==> src/rtl/jfs_params.svh <==
`ifndef JFS_PARAMS_SVH
`define JFS_PARAMS_SVH

// ----------------------------------------
// Register offsets (byte addresses)
// ----------------------------------------
`define JFS_REG_CTRL     8'h00
`define JFS_REG_PREEMPH  8'h04
`define JFS_REG_EMB      8'h08
`define JFS_REG_STATUS   8'h0c
`define JFS_REG_PARITY   8'h10

// ----------------------------------------
// Field positions and reset values
// ----------------------------------------
`define JFS_CTRL_EN_BIT  0
`define JFS_CTRL_MODE_LO 1
`define JFS_CTRL_RST     3'h0
`define JFS_PE_RST       4'h0
`define JFS_EMB_RST      5'h00

// ----------------------------------------
// Coding constants
// ----------------------------------------
`define JFS_MODE_FEC     2'h2
`define JFS_PAR_POLY     26'h0220211
`define JFS_BIT_LAST     6'h3f
`define JFS_BLK_LAST     5'h1f
`define JFS_POS_EMB      5'h16
`define JFS_POS_PILOT    5'h1b

`endif

==> src/rtl/jfs_pkg.sv <==
package jfs_pkg;

	// Link control states
	typedef enum logic
	{
		st_off,
		st_run
	} jfs_link_st_t;

	// Sync header mode selection
	typedef logic [1:0]  jfs_mode_t;

	// Parity word
	typedef logic [25:0] jfs_parity_t;

endpackage

==> src/rtl/jfs_sync_hdr_tx.sv <==
// What this block does
// - Mode value 2 selects FEC stream content
// - Parity over all 2048 multiblock bits
// - Parity sent in following multiblock's stream
// - Stream positions: parity, flag, parity, zeros, one
// - End flag set only in final multiblock
// - Generator polynomial degree 26, Fire code
// - Clear stages per multiblock, headers excluded
// - Programmable serializer pre-emphasis level
// - Disabled link: reset, power down, gate clocks
// - Enabling link starts with configured parameters
// - Header 01 sends one, 10 sends zero
//
// The implementer's own choices: the address map and the strobed register port.
`timescale 1ns/1ps

`include "jfs_params.svh"

module jfs_sync_hdr_tx (
	// Clock and reset
	input  wire logic             clock_in,
	input  wire logic             rst_n_in,
	// Register port
	input  wire logic [7:0]       reg_addr_in,
	input  wire logic [31:0]      reg_wdata_in,
	input  wire logic             reg_wr_in,
	input  wire logic             reg_rd_in,
	output logic      [31:0]      reg_rdata_out,
	// Scrambled block bits, transmission order
	input  wire logic             blk_bit_in,
	input  wire logic             blk_bit_valid_in,
	// Sync header per block
	output logic      [1:0]       sh_out,
	output logic                  sh_valid_out,
	output logic      [4:0]       sh_pos_out,
	// Link and serializer control
	output logic                  link_rst_n_out,
	output logic                  ser_pd_out,
	output logic                  clk_gate_en_out,
	output logic      [3:0]       serializer_preemph_level_out
);

	import jfs_pkg::*;

	// ----------------------------------------
	// Declarations
	// ----------------------------------------
	logic         link_enable_ctl_r;      // Link enable control
	jfs_mode_t    sync_header_mode_sel_r; // Sync header mode
	logic [3:0]   preemph_r;              // Pre-emphasis level
	logic [4:0]   emb_last_r;             // Multiblocks per extended multiblock, minus one
	jfs_link_st_t st_r;                   // Link state
	jfs_link_st_t st_nxt;                 // Next link state
	logic         run;                    // Link running
	logic         fec_on;                 // FEC content selected
	logic         in_fire;                // Input bit taken
	logic [5:0]   bit_r;                  // Bit within block
	logic [4:0]   blk_r;                  // Block within multiblock
	logic [4:0]   mb_r;                   // Multiblock within extended multiblock
	logic         mb_start;               // First bit of a multiblock
	logic         mb_last;                // Last bit of a multiblock
	logic         done_r;                 // Multiblock parity complete
	jfs_parity_t  lfsr_q;                 // Running parity state
	jfs_parity_t  parity_r;               // Parity of previous multiblock
	jfs_parity_t  par_cur;                // Parity to send now
	logic         end_ext_multiblock_flag; // Final multiblock marker
	logic [31:0]  stream;                 // Header stream of this multiblock
	logic [31:0]  rd_mux;                 // Read data selection

	// ----------------------------------------
	// Register writes
	// ----------------------------------------

	// Control register: enable and mode
	always_ff @(posedge clock_in or negedge rst_n_in)
	begin
		if (!rst_n_in)
		begin
			link_enable_ctl_r      <= 1'b0;
			sync_header_mode_sel_r <= 2'h0;
		end
		else if (reg_wr_in && reg_addr_in == `JFS_REG_CTRL)
		begin
			link_enable_ctl_r      <= reg_wdata_in[`JFS_CTRL_EN_BIT];
			sync_header_mode_sel_r <= reg_wdata_in[`JFS_CTRL_MODE_LO +: 2];
		end
	end

	// Pre-emphasis register
	always_ff @(posedge clock_in or negedge rst_n_in)
	begin
		if (!rst_n_in)
			preemph_r <= `JFS_PE_RST;
		else if (reg_wr_in && reg_addr_in == `JFS_REG_PREEMPH)
			preemph_r <= reg_wdata_in[3:0];
	end

	// Extended multiblock length register
	always_ff @(posedge clock_in or negedge rst_n_in)
	begin
		if (!rst_n_in)
			emb_last_r <= `JFS_EMB_RST;
		else if (reg_wr_in && reg_addr_in == `JFS_REG_EMB)
			emb_last_r <= reg_wdata_in[4:0];
	end

	// ----------------------------------------
	// Register reads
	// ----------------------------------------

	// Read selection, unmapped reads as zero
	always_comb
	begin
		case (reg_addr_in)
			`JFS_REG_CTRL:    rd_mux = {29'h0, sync_header_mode_sel_r, link_enable_ctl_r};
			`JFS_REG_PREEMPH: rd_mux = {28'h0, preemph_r};
			`JFS_REG_EMB:     rd_mux = {27'h0, emb_last_r};
			`JFS_REG_STATUS:  rd_mux = {20'h0, mb_r, blk_r, fec_on, run};
			`JFS_REG_PARITY:  rd_mux = {6'h0, parity_r};
			default:          rd_mux = 32'h0;
		endcase
	end

	// Read data stands only in the cycle after the strobe
	always_ff @(posedge clock_in or negedge rst_n_in)
	begin
		if (!rst_n_in)
			reg_rdata_out <= 32'h0;
		else if (reg_rd_in)
			reg_rdata_out <= rd_mux;
		else
			reg_rdata_out <= 32'h0;
	end

	// ----------------------------------------
	// Link enable state machine
	// ----------------------------------------

	// Next state follows the enable control
	always_comb
	begin
		case (st_r)
			st_off:  st_nxt = link_enable_ctl_r ? st_run : st_off;
			st_run:  st_nxt = link_enable_ctl_r ? st_run : st_off;
			default: st_nxt = st_off;
		endcase
	end

	// State register
	always_ff @(posedge clock_in or negedge rst_n_in)
	begin
		if (!rst_n_in)
			st_r <= st_off;
		else
			st_r <= st_nxt;
	end

	assign run    = (st_r == st_run);
	assign fec_on = (sync_header_mode_sel_r == `JFS_MODE_FEC);

	// Link side controls, held off while disabled
	always_ff @(posedge clock_in or negedge rst_n_in)
	begin
		if (!rst_n_in)
		begin
			link_rst_n_out  <= 1'b0;
			ser_pd_out      <= 1'b1;
			clk_gate_en_out <= 1'b0;
		end
		else
		begin
			link_rst_n_out  <= link_enable_ctl_r;
			ser_pd_out      <= !link_enable_ctl_r;
			clk_gate_en_out <= link_enable_ctl_r;
		end
	end

	// Pre-emphasis level to the serializer
	always_ff @(posedge clock_in or negedge rst_n_in)
	begin
		if (!rst_n_in)
			serializer_preemph_level_out <= `JFS_PE_RST;
		else
			serializer_preemph_level_out <= preemph_r;
	end

	// ----------------------------------------
	// Block and multiblock position
	// ----------------------------------------

	assign in_fire  = run && blk_bit_valid_in;
	assign mb_start = (bit_r == 6'h00) && (blk_r == 5'h00);
	assign mb_last  = (bit_r == `JFS_BIT_LAST) && (blk_r == `JFS_BLK_LAST);

	// Counters restart from zero whenever the link is disabled
	always_ff @(posedge clock_in or negedge rst_n_in)
	begin
		if (!rst_n_in)
		begin
			bit_r <= 6'h00;
			blk_r <= 5'h00;
			mb_r  <= 5'h00;
		end
		else if (!run)
		begin
			bit_r <= 6'h00;
			blk_r <= 5'h00;
			mb_r  <= 5'h00;
		end
		else if (in_fire)
		begin
			bit_r <= bit_r + 6'h01;
			if (bit_r == `JFS_BIT_LAST)
			begin
				blk_r <= blk_r + 5'h01;
				if (blk_r == `JFS_BLK_LAST)
					mb_r <= (mb_r >= emb_last_r) ? 5'h00 : mb_r + 5'h01;
			end
		end
	end

	assign end_ext_multiblock_flag = (mb_r == emb_last_r);

	// ----------------------------------------
	// Parity generation
	// ----------------------------------------

	// Serial divider, cleared at each multiblock start
	jfs_par_lfsr #(
		.WIDTH (26),
		.POLY  (`JFS_PAR_POLY)
	) u_lfsr (
		.clock_in  (clock_in),
		.rst_n_in  (rst_n_in),
		.hold_in   (!run),
		.clr_in    (mb_start),
		.en_in     (in_fire),
		.bit_in    (blk_bit_in),
		.state_out (lfsr_q)
	);

	// Completion marker after the 2048th bit
	always_ff @(posedge clock_in or negedge rst_n_in)
	begin
		if (!rst_n_in)
			done_r <= 1'b0;
		else
			done_r <= in_fire && mb_last;
	end

	// Parity captured for the following multiblock
	always_ff @(posedge clock_in or negedge rst_n_in)
	begin
		if (!rst_n_in)
			parity_r <= '0;
		else if (!run)
			parity_r <= '0;
		else if (done_r)
			parity_r <= lfsr_q;
	end

	// Bypass so a back-to-back multiblock sees fresh parity
	assign par_cur = done_r ? lfsr_q : parity_r;

	// ----------------------------------------
	// Sync header stream
	// ----------------------------------------

	jfs_stream_map u_map (
		.parity_in  (par_cur),
		.emb_end_in (end_ext_multiblock_flag),
		.fec_on_in  (fec_on),
		.stream_out (stream)
	);

	// One header per block, issued with its first bit
	always_ff @(posedge clock_in or negedge rst_n_in)
	begin
		if (!rst_n_in)
		begin
			sh_out       <= 2'h0;
			sh_valid_out <= 1'b0;
			sh_pos_out   <= 5'h00;
		end
		else if (in_fire && bit_r == 6'h00)
		begin
			sh_out       <= stream[blk_r] ? 2'h1 : 2'h2;
			sh_valid_out <= 1'b1;
			sh_pos_out   <= blk_r;
		end
		else
		begin
			sh_valid_out <= 1'b0;
		end
	end
endmodule

==> src/rtl/jfs_par_lfsr.sv <==
`timescale 1ns/1ps

// Serial parity shift register, one bit per enabled step
module jfs_par_lfsr #(
	parameter int          WIDTH = 26,
	parameter [WIDTH-1:0]  POLY  = {WIDTH{1'b0}}
) (
	// Clock and reset
	input  wire logic             clock_in,
	input  wire logic             rst_n_in,
	// Control
	input  wire logic             hold_in,
	input  wire logic             clr_in,
	input  wire logic             en_in,
	input  wire logic             bit_in,
	// State
	output logic      [WIDTH-1:0] state_out
);

	logic [WIDTH-1:0] base;  // Start value of this step
	logic             fb;    // Feedback bit

	// Cleared start, then one division step
	always_comb
	begin
		base = clr_in ? {WIDTH{1'b0}} : state_out;
		fb   = bit_in ^ base[WIDTH-1];
	end

	// Register update
	always_ff @(posedge clock_in or negedge rst_n_in)
	begin
		if (!rst_n_in)
			state_out <= {WIDTH{1'b0}};
		else if (hold_in)
			state_out <= {WIDTH{1'b0}};
		else if (en_in)
			state_out <= {base[WIDTH-2:0], 1'b0} ^ (fb ? POLY : {WIDTH{1'b0}});
	end

endmodule

==> src/rtl/jfs_stream_map.sv <==
`timescale 1ns/1ps

// Places parity, end flag and pilot into the 32-bit header stream
module jfs_stream_map
	import jfs_pkg::*;
(
	// Content
	input  jfs_pkg::jfs_parity_t parity_in,
	input  wire logic            emb_end_in,
	input  wire logic            fec_on_in,
	// Stream, index is stream position
	output logic [31:0]          stream_out
);

	jfs_parity_t par;  // Parity or zero

	// Position mapping
	always_comb
	begin
		par = fec_on_in ? parity_in : '0;
		for (int i = 0; i < 22; i++)
			stream_out[i] = par[25-i];
		stream_out[22] = emb_end_in;
		for (int i = 0; i < 4; i++)
			stream_out[23+i] = par[3-i];
		stream_out[30:27] = 4'h0;
		stream_out[31]    = 1'b1;
	end

endmodule

==> config.mk <==
export PLATFORM = sky130hd
export DESIGN_NAME = jfs_sync_hdr_tx
export DESIGN_NICKNAME = d
export VERILOG_FILES = /design/src/rtl/jfs_pkg.sv /design/src/rtl/jfs_sync_hdr_tx.sv /design/src/rtl/jfs_par_lfsr.sv /design/src/rtl/jfs_stream_map.sv
export VERILOG_INCLUDE_DIRS = /design/src /design/src/rtl
export SDC_FILE = /design/constraint.sdc
export NUM_CORES = 1
export LEC_CHECK = 0
export BUFFER_PORTS_ARGS = -buffer_cell sky130_fd_sc_hd__buf_4
export CAP_MARGIN = 20
export CORE_MARGIN = 4
export CORE_UTILIZATION = 30
export CTS_CLUSTER_SIZE = 8
export DETAILED_ROUTE_END_ITERATION = 6
export GPL_TIMING_DRIVEN = 0
export SYNTH_ARGS = -nofsm -noshare
export SYNTH_HDL_FRONTEND = slang
export SYNTH_HIERARCHICAL = 1
export SYNTH_SLANG_ARGS = --single-unit
==> constraint.sdc <==
create_clock -name clock_in -period 2.9 [get_ports clock_in]
set_clock_uncertainty 0.2 [all_clocks]
set_input_delay 0.145 -clock clock_in [delete_from_list [all_inputs] [get_ports clock_in]]
set_output_delay 0.145 -clock clock_in [all_outputs]
set_load 0.005 [all_outputs]
==> metrics.md, run 1 <==
| Metric | Value |
|---|---|
| Setup crit end | u_lfsr/state_out[4]$_DFFE_PN0P_ |
| Switch Pwr | 0.000900 W |
| CTS tree | done |
| Cts bufs inserted | 17 |
| First-pass GRT wire length | 22.6 mm |
| Post-route ant nets | 0 |
| Critical Path AT | 2.83 ns |
| CP Launch Type | flip-flop |
| Final min period | 2.75 ns |
| Worst Hold Class | in -> reg |
| Share of cells above drive strength 1 | 0.333 |
| F_max | 364 MHz |
| Syn Inst Count | 491 |
| CP endpoint kind | flip-flop |
| Routed wire length per instance | 15.9 um |
| GPL Wtd Cong | 0.798 |
| Filler instances | 1856 |
| Average size of a mapped cell | 11.9 um^2 |
| Clk Latency, worst-skew pair | 0.42 ns |
| Die area | 21800 um^2 |
| Unique masters post-synth | 55 |
| Setup violators final | 0 |
| Tightest Pin Transition | 0.878 ns |
| Status | finished, final reports clean |
| Worst setup path start | blk_r[1]$_DFFE_PN0P_ |
| Final HPWL DP | 9.72 mm |
| Worst reg2reg setup slack | 0.15 ns |
| CP Max Fanout | 10 |
| LEAKAGE | 3.45 nW |
| Via Count | 4027 |
| Clk slew on worst S/H paths | 0.06 ns |
| Max-Cap Viols | 0 |
| Layout area overhead | 26.6% |
| Main synth FF type | dfrtp_1 |
| Sequential cell area fraction in the yosys report | 0.518 |
| Pint | 0.00312 W |
| Core area | 19000 um^2 |
| Peak VDD IR | 0.000299 V |
| R2r startpoint | blk_r[1]$_DFFE_PN0P_ |
| CTS root buf | clkbuf_16 |
| R2R depth | 9 |
| Post-synth EDFFs | 0 |
| Critical Path RT | 2.98 ns |
| Drt total wl | 13.8 mm |
| Setup CP Type | reg -> reg |
| Flop pwr share | 0.430 |
| Fin Setup TNS | 0 ns |
| Slew Limit Fails | 0 |
| Ys Warns | 6 |
| Die width | 148 um |
| Initial Util | 0.309 |
| DR DRC count | 0 |
| Largest net degree at the start of global routing | 102 |
| Mapped Area | 5850 um^2 |
| Total GRT Usage | 0.133 |
| Clock sinks | 121 |
| Initial antenna violation count | 0 |
| Comb power frac | 0.054 |
| Bufs on Longest Clock Path | 2 |
| Fin crit share | 0.947 |
| Finished Core Util | 0.391 |
| Clock power frac | 0.515 |
| Critical R2R Capture | u_lfsr/state_out[4]$_DFFE_PN0P_ |
| Die Ht | 148 um |
| Input/output buffers | 59 |
| Overflow after GRT | 0 |
| Setup bufs post-CTS | 0 |
| Fin nets | 647 |
| Fraction of registers with async set or reset after synthesis | 1.00 |
| Boundary pin count | 93 |
| Slew headroom | 0.413 |
| H-tree levels | 4 |
| Vias per cell | 4.66 |
| Pwr dens | 543 nW/um^2 |
| Final Hold Viols | 0 |
| Drt first-iter violations | 209 |
| Core Rows | 50 |
| RSZ-0062 raised after global routing | false |
| Switching part of the total | 0.224 |
| Drt pass-1 iters | 4 |
| Synthesis-stage register bit count | 121 |
| Vias in the first global route | 4201 |
-- metrics by stage --
step           power [W]  area (um^2)  hold slack (ns)  worst slack, ns  instances
6_report         0.00402         7410           0.0406            0.154        864
3_3_place_gp     0.00196         6650            0.183           -0.351        818
5_1_grt          0.00416         7400           0.0806          0.00618        863
4_1_cts          0.00407         7400           0.0441           0.0899        864
3_5_place_dp     0.00197         6680           -0.194           -0.405        819
2_1_floorplan    0.00185         5880           -0.351            0.154        499
-- critical path, cell delays in order, from the launching register on --
cell and delay, ns:
dfrtp_1 0.50, buf_2 0.39, inv_1 0.10, ha_1 0.18, and3_1 0.19, and3_1 0.30
nor2b_4 0.20, xnor2_4 0.19, mux2i_1 0.24, o21ai_0 0.11
-- power groups by stage --
stage	sequential, W	clock, W	combinational [W]
5_1_grt	0.00173	0.00219	0.000247
3_3_place_gp	0.00176	0	0.000198
3_5_place_dp	0.00176	0	0.000208
4_1_cts	0.00173	0.00212	0.000224
2_1_floorplan	0.00176	0	0.0000934
6_report	0.00173	0.00207	0.000219
-- cells in the mapped netlist, types with 4 or more instances --
| cell | count | area, um^2 |
|---|---|---|
| clkbuf_1 | 14 | 52.6 |
| nand2_1 | 10 | 37.5 |
| dfrtp_1 | 120 | 3000 |
| a22oi_1 | 12 | 90.1 |
| nor2b_1 | 4 | 25.0 |
| and2_1 | 48 | 300 |
| inv_1 | 14 | 52.6 |
| and3_1 | 6 | 37.5 |
| nand3_1 | 6 | 30.0 |
| and2_2 | 20 | 150 |
| nor2_1 | 33 | 124 |
| a22o_1 | 21 | 184 |
| a21oi_1 | 9 | 45.0 |
| o21ai_0 | 10 | 50.1 |
| mux2i_1 | 14 | 140 |
| mux4_2 | 8 | 180 |
| xnor2_1 | 4 | 35.0 |
| mux2_2 | 45 | 507 |
| ha_1 | 11 | 138 |
| buf_4 | 14 | 105 |
| buf_2 | 6 | 30.0 |
| nor3b_1 | 7 | 52.6 |
| nand2b_1 | 9 | 56.3 |
-- repair_timing --
action	CTS	global route
endpoints found under the setup margin	2	5
hold buffers	14	0
endpoints found under the hold margin	146	0
pin swaps	0	0
resized for setup	3	3
-- state kept, by name, summed over array words and instances, names as in the netlist --
register and count:
reg_rdata_out 26, sh_pos_out 5, clk_gate_en_out 1, ser_pd_out 1, done_r 1, blk_r 5
sh_out 2, serializer_preemph_level_out 4, sync_header_mode_sel_r 2, link_enable_ctl_r 1, bit_r 6, sh_valid_out 1
mb_r 5, u_lfsr/state_out 26, preemph_r 4, parity_r 26, emb_last_r 5
-- cell families (layout without fill, tap and decap cells) --
logic type | count (synthesis) | in the layout | share of synthesized area
AOI/OAI and AO/OA | 65 | 65 | 0.0830
xor gates and xnor gates | 8 | 8 | 0.0152
adders and majority gates | 11 | 11 | 0.0235
buffers and inverters | 53 | 157 | 0.0468
DFF | 121 | 121 | 0.518
muxes | 67 | 67 | 0.141
other | 3 | 12 | 0.00192
and+or+nand+nor | 163 | 163 | 0.171
-- placed cells by master, fill, tap and decap left out, types with 11 or more instances in the layout --
master	Yosys	final
dfrtp_1	120	119
buf_4	14	73
and2_1	48	48
mux2_2	45	45
nor2_1	33	33
a22o_1	21	21
and2_2	20	20
clkbuf_16	0	17
inv_1	14	14
mux2i_1	14	14
dlygate4sd3_1	0	14
clkbuf_1	14	13
a22oi_1	12	12
ha_1	11	11
conb_1	3	11
-- final cells by class --
class | instances | area [um^2] | share of cell area
Antenna cell | 1 | 2.50 | 0.000338
Buffer | 37 | 219 | 0.0296
Clock buffer | 20 | 457 | 0.0617
Clock inverter | 12 | 124 | 0.0167
Inverter | 14 | 52.6 | 0.00710
Multi-Input combinational cell | 325 | 2580 | 0.349
Sequential cell | 121 | 3030 | 0.409
Tap cell | 260 | 325 | 0.0439
Timing Repair Buffer | 74 | 614 | 0.0830
-- per-layer routing --
| layer | vias up | wire length (um) | track usage |
|---|---|---|---|
| met5 | - | 0 | 0 |
| met4 | 0 | 254 | 0.0536 |
| met3 | 21 | 514 | 0.0359 |
| met2 | 79 | 6430 | 0.206 |
| met1 | 2027 | 6570 | 0.177 |
| li1 | 1900 | - | - |
-- worst min path at each step --
stage	to	from	slack, ns	cells past startpoint
after floorplan	bit_r[0]$_DFFE_PN0P_	rst_n_in	-0.35	0
final	link_enable_ctl_r$_DFFE_PN0P_	reg_addr_in[2]	0.04	4
after detailed placement	reg_rdata_out[17]$_DFF_PN0_	rst_n_in	-0.19	1
after CTS	sync_header_mode_sel_r[1]$_DFFE_PN0P_	reg_addr_in[2]	0.04	4
after global routing	link_enable_ctl_r$_DFFE_PN0P_	reg_addr_in[2]	0.08	4
after global placement	emb_last_r[4]$_DFFE_PN0P_	reg_wdata_in[4]	0.18	2
Note: power is estimated with default switching activity, not from simulation.
==> run 2: changes to the inputs <==
- CTS_BUF_LIST: default -> sky130_fd_sc_hd__clkbuf_4
==> run 2 against run 1 <==
The flow now finishes with violations (hold timing); worst hold slack worse by 0.044 ns; register-to-register slack hardly changed; clock-buffer cell count is 2 lower; critical endpoint is now reg_rdata_out[0]$_DFF_PN0_; highest routed layer unchanged.
==> metrics.md, run 2 (synthesis results as in run 1) <==
| Metric | Value |
|---|---|
| Finished Layout Cells | 877 |
| Bufs on Longest Clock Path | 2 |
| Setup CP Type | in -> reg |
| Most common cell after layout, fill and taps aside | dfrtp_1 |
| Commonest non-fill, non-tap cells in the layout | dfrtp_1, buf_4, and2_1 |
| Post-route ant nets | 0 |
| Cts bufs inserted | 17 |
| Top flop regs | parity_r (26), reg_rdata_out (26), u_lfsr/state_out (26) |
| Drt pass-1 iters | 4 |
| Fin nets | 659 |
| Setup violators final | 0 |
| Final min period | 2.82 ns |
| Filler instances | 1906 |
| Overflow after GRT | 0 |
| Fin crit share | 0.971 |
| Slew headroom | 0.411 |
| Final Hold Viols | 2 |
| Pwr dens | 433 nW/um^2 |
| Boundary pin count | 93 |
| Core Rows | 50 |
| Total GRT Usage | 0.132 |
| Failing checks | hold timing |
| Vias in the first global route | 4246 |
| Input/output buffers | 59 |
| Worst reg2reg setup slack | 0.14 ns |
| Placed instance count | 819 |
| GPL Wtd Cong | 0.798 |
| Tightest Pin Transition | 0.880 ns |
| WHS | -0.00385 ns |
| Finished Core Util | 0.380 |
| Via Count | 4079 |
| CP Launch Type | input port |
| Clock sinks | 121 |
| F_max | 355 MHz |
| Drt first-iter violations | 228 |
| Initial Util | 0.309 |
| Worst path slowest cell | dlygate4sd3_1 |
| Clk Latency, worst-skew pair | 0.55 ns |
| Status | finished, violations left |
| Die Ht | 148 um |
| Vias per cell | 4.65 |
| Routed wire length per instance | 15.8 um |
| First-pass GRT wire length | 22.7 mm |
| Die width | 148 um |
| Clk slew on worst S/H paths | 0.11 ns |
| Critical Path RT | 3.17 ns |
| LEAKAGE | 3.37 nW |
| CP Max Fanout | 9 |
| Worst Hold Class | in -> async |
| Drt total wl | 13.9 mm |
| Final HPWL DP | 9.72 mm |
| Initial antenna violation count | 1 |
| Critical Path, Cell by Cell | dlygate4sd3_1, buf_4, or4_1, dlygate4sd3_1, nor2_1, and3_1, clkbuf_1, a22oi_1, nor2_1 |
| CP endpoint kind | flip-flop |
| Largest net degree at the start of global routing | 102 |
| Peak VDD IR | 0.000213 V |
| H-tree levels | 4 |
| Share of cells above drive strength 1 | 0.330 |
| Slew Limit Fails | 0 |
| Fin Setup TNS | 0 ns |
| Slowest stage delay, CP | 0.61 ns |
| Die area | 21800 um^2 |
| RSZ-0062 raised after global routing | false |
| Layout area overhead | 23.2% |
| Max-Cap Viols | 0 |
| CTS root buf | clkbuf_4 |
| DR DRC count | 0 |
| CTS tree | done |
| Critical Path AT | 3.09 ns |
| Core area | 19000 um^2 |
## run 2: cell types whose count changed in the layout (fill, tap and decap cells not counted), sizes merged
cell	change
clkbuf	-1
buf	+1
diode	+1
dlygate4sd3	+10
clkinv	+2
## run 2: stage by stage
step           total power (W)  worst slack [ns]  instance area [um^2]
2_1_floorplan          0.00185             0.154                  5880
3_3_place_gp           0.00196            -0.351                  6650
3_5_place_dp           0.00197            -0.405                  6680
4_1_cts                0.00317            0.0781                  7190
5_1_grt                0.00326            0.0100                  7210
6_report               0.00313            0.0848                  7210
## run 2: timing repair
| action | 4_1_cts | 5_1_grt |
|---|---|---|
| gates resized for setup | 3 | 4 |
| setup endpoints to repair | 2 | 15 |
| hold buffers | 24 | 0 |
| setup buffers | 0 | 2 |
| hold endpoints to repair | 153 | 0 |
## run 2: final timing paths
check / start / end / depth (start not counted)
worst max-delay path: reg_addr_in[7] / reg_rdata_out[0]$_DFF_PN0_ / 9
worst min register to register: preemph_r[0]$_DFFE_PN0P_ / serializer_preemph_level_out[0]$_DFF_PN0_ / 0
min in group clock_in: reg_addr_in[3] / reg_rdata_out[11]$_DFF_PN0_ / 5
worst min-delay path: rst_n_in / sh_out[1]$_DFFE_PN0P_ / 3
worst max register to register: blk_r[1]$_DFFE_PN0P_ / u_lfsr/state_out[4]$_DFFE_PN0P_ / 9
max in group asynchronous: rst_n_in / reg_rdata_out[15]$_DFF_PN0_ / 3
## run 2: worst max-delay path, delay by kind of cell
kind / cells / cell delay, ns
compound gates: 1 / 0.17
buf+inv: 4 / 1.71
simple gates: 4 / 1.07
## run 2: final cells by class
class                           instances  area (um^2)  area share
Sequential cell                       121         3030       0.420
Multi-Input combinational cell        325         2580       0.358
Timing Repair Buffer                   86          729       0.101
Tap cell                              260          325      0.0451
Buffer                                 37          220      0.0305
Clock buffer                           18          135      0.0187
Clock inverter                         14          131      0.0182
Inverter                               14         52.6     0.00729
Antenna cell                            2         5.00    0.000694
## run 2: report_power, final
part           switching (W)  internal (W)
sequential         0.0000161       0.00171
clock               0.000663      0.000507
combinational       0.000118      0.000111
total               0.000797       0.00233
## run 2: layer usage
metal / track usage / share of wire / wire length (um) / up-vias
met4: 0.0508 / 0.017 / 235 / 0
met3: 0.0319 / 0.037 / 510 / 17
met2: 0.208 / 0.47 / 6570 / 80
met5: 0 / 0 / 0 / -
met1: 0.177 / 0.47 / 6540 / 2067
li1: - / - / - / 1915
==> run 3: changes to the inputs <==
- MAX_ROUTING_LAYER: default -> met4
==> run 3 against run 2 <==
The run still ends with hold timing left; highest routed layer unchanged; sequential share of layout area is essentially flat; sequential power about the same; final cell count down 0.11%; sequential cell count unchanged; critical path type unchanged; global-route usage increased by 0.43 points; wire length is 0.33% higher; combinational power hardly changed; clock power is essentially flat; critical endpoint unchanged; clock-buffer cell count stayed put; largest cell class unchanged; via count decreased by 0.32%; first-iteration DRC count up 9.6%; maximum frequency increased by 0.56%.
==> metrics.md, run 3 (synthesis results as in run 1) <==
| Metric | Value |
|---|---|
| Status | finished, violations left |
| Failing checks | hold timing |
| Multi-input logic area | 2580 um^2 |
| DR WL met2 | 6.56 mm |
| Max-Cap Viols | 0 |
| Most common cell after layout, fill and taps aside | dfrtp_1 |
| Met3 WL | 651 um |
| Drt pass-1 iters | 4 |
| GPL Wtd Cong | 0.810 |
| Clock sinks | 121 |
| Clk Latency, worst-skew pair | 0.56 ns |
| Clock power frac | 0.375 |
| Reg area | 3030 um^2 |
| Flop pwr share | 0.552 |
| Fin Setup TNS | 0 ns |
| Tightest Pin Transition | 0.881 ns |
| WP buf/inv | 4 |
| Cell depth of the worst setup path | 8 |
| Die area | 21800 um^2 |
| Overflow after GRT | 0 |
| Vias in the first global route | 4242 |
| Slew headroom | 0.411 |
| Comb power frac | 0.073 |
| Initial antenna violation count | 1 |
| Pint | 0.00233 W |
| RSZ-0062 raised after global routing | false |
| Die width | 148 um |
| Switching part of the total | 0.255 |
| Drt first-iter violations | 250 |
| Critical Path RT | 3.18 ns |
| Worst Hold Class | in -> async |
| Core area | 19000 um^2 |
| Peak VDD IR | 0.000218 V |
| Critical Path AT | 3.08 ns |
| First-pass GRT wire length | 22.7 mm |
| Input/output buffers | 59 |
| Critical Path, Cell by Cell | dlygate4sd3_1, buf_4, or4_1, dlygate4sd3_1, nor2_1, nand3_1, dlygate4sd3_1, nor2_1 |
| CP Launch Type | input port |
| Top sig layer | met4 |
| F_max | 357 MHz |
| Top flop regs | parity_r (26), reg_rdata_out (26), u_lfsr/state_out (26) |
| Critical R2R Capture | u_lfsr/state_out[4]$_DFFE_PN0P_ |
| Cell mode on critical path | dlygate4sd3_1 |
| Initial Util | 0.309 |
| Cts bufs inserted | 17 |
| Die Ht | 148 um |
| Clk slew on worst S/H paths | 0.11 ns |
| Largest net degree at the start of global routing | 102 |
| Commonest non-fill, non-tap cells in the layout | dfrtp_1, buf_4, and2_1 |
| Final min period | 2.80 ns |
| Filler instances | 1907 |
| Worst reg2reg setup slack | 0.14 ns |
| Wire length on met1 | 6.49 mm |
| Post-route ant nets | 0 |
| Layout area overhead | 23.2% |
| Pwr dens | 434 nW/um^2 |
| Switch Pwr | 0.000798 W |
| Fin nets | 659 |
| CTS root buf | clkbuf_4 |
| Final HPWL DP | 9.72 mm |
| CP Max Fanout | 4 |
| Final Hold Viols | 7 |
| Boundary pin count | 93 |
| WHS | -0.0136 ns |
| H-tree levels | 4 |
| Crit-path leading delay family | buffers and inverters |
| Finished Core Util | 0.380 |
| Routed wire length per instance | 15.9 um |
| Vias per cell | 4.64 |
| Drt total wl | 13.9 mm |
| Worst path slowest cell | dlygate4sd3_1 |
| Bufs on Longest Clock Path | 2 |
| LEAKAGE | 3.37 nW |
| Fin crit share | 0.965 |
| CP endpoint kind | flip-flop |
| Setup CP Type | in -> reg |
| R2R depth | 9 |
| Share of cells above drive strength 1 | 0.330 |
| Total GRT Usage | 0.136 |
| Setup violators final | 0 |
| Slowest stage delay, CP | 0.62 ns |
| Core Rows | 50 |
| R2r startpoint | blk_r[1]$_DFFE_PN0P_ |
| CTS tree | done |
| DR DRC count | 0 |
| Slew Limit Fails | 0 |
| Via Count | 4066 |
run 3: cell types whose count changed in the layout (fill, tap and decap cells not counted), sizes merged:
cell / previous run / this run
diode: 2 / 1
run 3: worst min-delay path, cell delays in order:
cell and delay (ns):
dlygate4sd3_1 0.55, buf_6 0.12, buf_16 0.37
run 3: area by class of cell:
class | count | share of cell area
clock buffers | 18 | 0.0187
diodes | 1 | 0.000347
multi-input cells | 325 | 0.358
clock inverters | 14 | 0.0182
flip-flops and latches | 121 | 0.420
plain buffers | 37 | 0.0306
inverters | 14 | 0.00729
repair buffers | 86 | 0.101
well taps | 260 | 0.0451
run 3: stage by stage:
step / total power (W) / worst slack (ns) / instance area, um^2 / hold slack [ns] / std cells
final: 0.00313 / 0.101 / 7210 / -0.0136 / 876
after CTS: 0.00317 / 0.0781 / 7190 / 0.00296 / 874
after detailed placement: 0.00197 / -0.405 / 6680 / -0.194 / 819
after global routing: 0.00326 / 0.00987 / 7210 / 0.0332 / 876
after global placement: 0.00196 / -0.351 / 6650 / 0.183 / 818
after floorplan: 0.00185 / 0.154 / 5880 / -0.351 / 499
run 3: how the worst max path moves through the flow:
stage,from,to
6_report,reg_addr_in[7],reg_rdata_out[0]$_DFF_PN0_
3_5_place_dp,done_r$_DFF_PN0_,sh_out[0]$_DFFE_PN0P_
4_1_cts,reg_addr_in[7],reg_rdata_out[15]$_DFF_PN0_
2_1_floorplan,done_r$_DFF_PN0_,sh_out[0]$_DFFE_PN0P_
3_3_place_gp,done_r$_DFF_PN0_,sh_out[0]$_DFFE_PN0P_
5_1_grt,blk_r[1]$_DFFE_PN0P_,u_lfsr/state_out[4]$_DFFE_PN0P_
run 3: layer usage:
layer / track usage / vias to the layer above
met1: 0.177 / 2037
li1: - / 1913
met3: 0.0328 / 16
met4: 0.0508 / 0
met2: 0.208 / 100
met5: - / -
run 3: what timing repair did:
action / 4_1_cts / 5_1_grt
endpoints found under the setup margin: 2 / 15
buffers inserted: 0 / 2
pin swaps: 0 / 0
resized for setup: 3 / 4
hold buffers: 24 / 0
endpoints found under the hold margin: 153 / 0
run 3: power by group through the flow:
stage                     Combinational, W  Clock (W)  Sequential (W)
after floorplan                  0.0000934          0         0.00176
after global placement            0.000198          0         0.00176
after detailed placement          0.000208          0         0.00176
after CTS                         0.000232    0.00121         0.00173
after global routing              0.000257    0.00127         0.00173
final                             0.000228    0.00117         0.00173
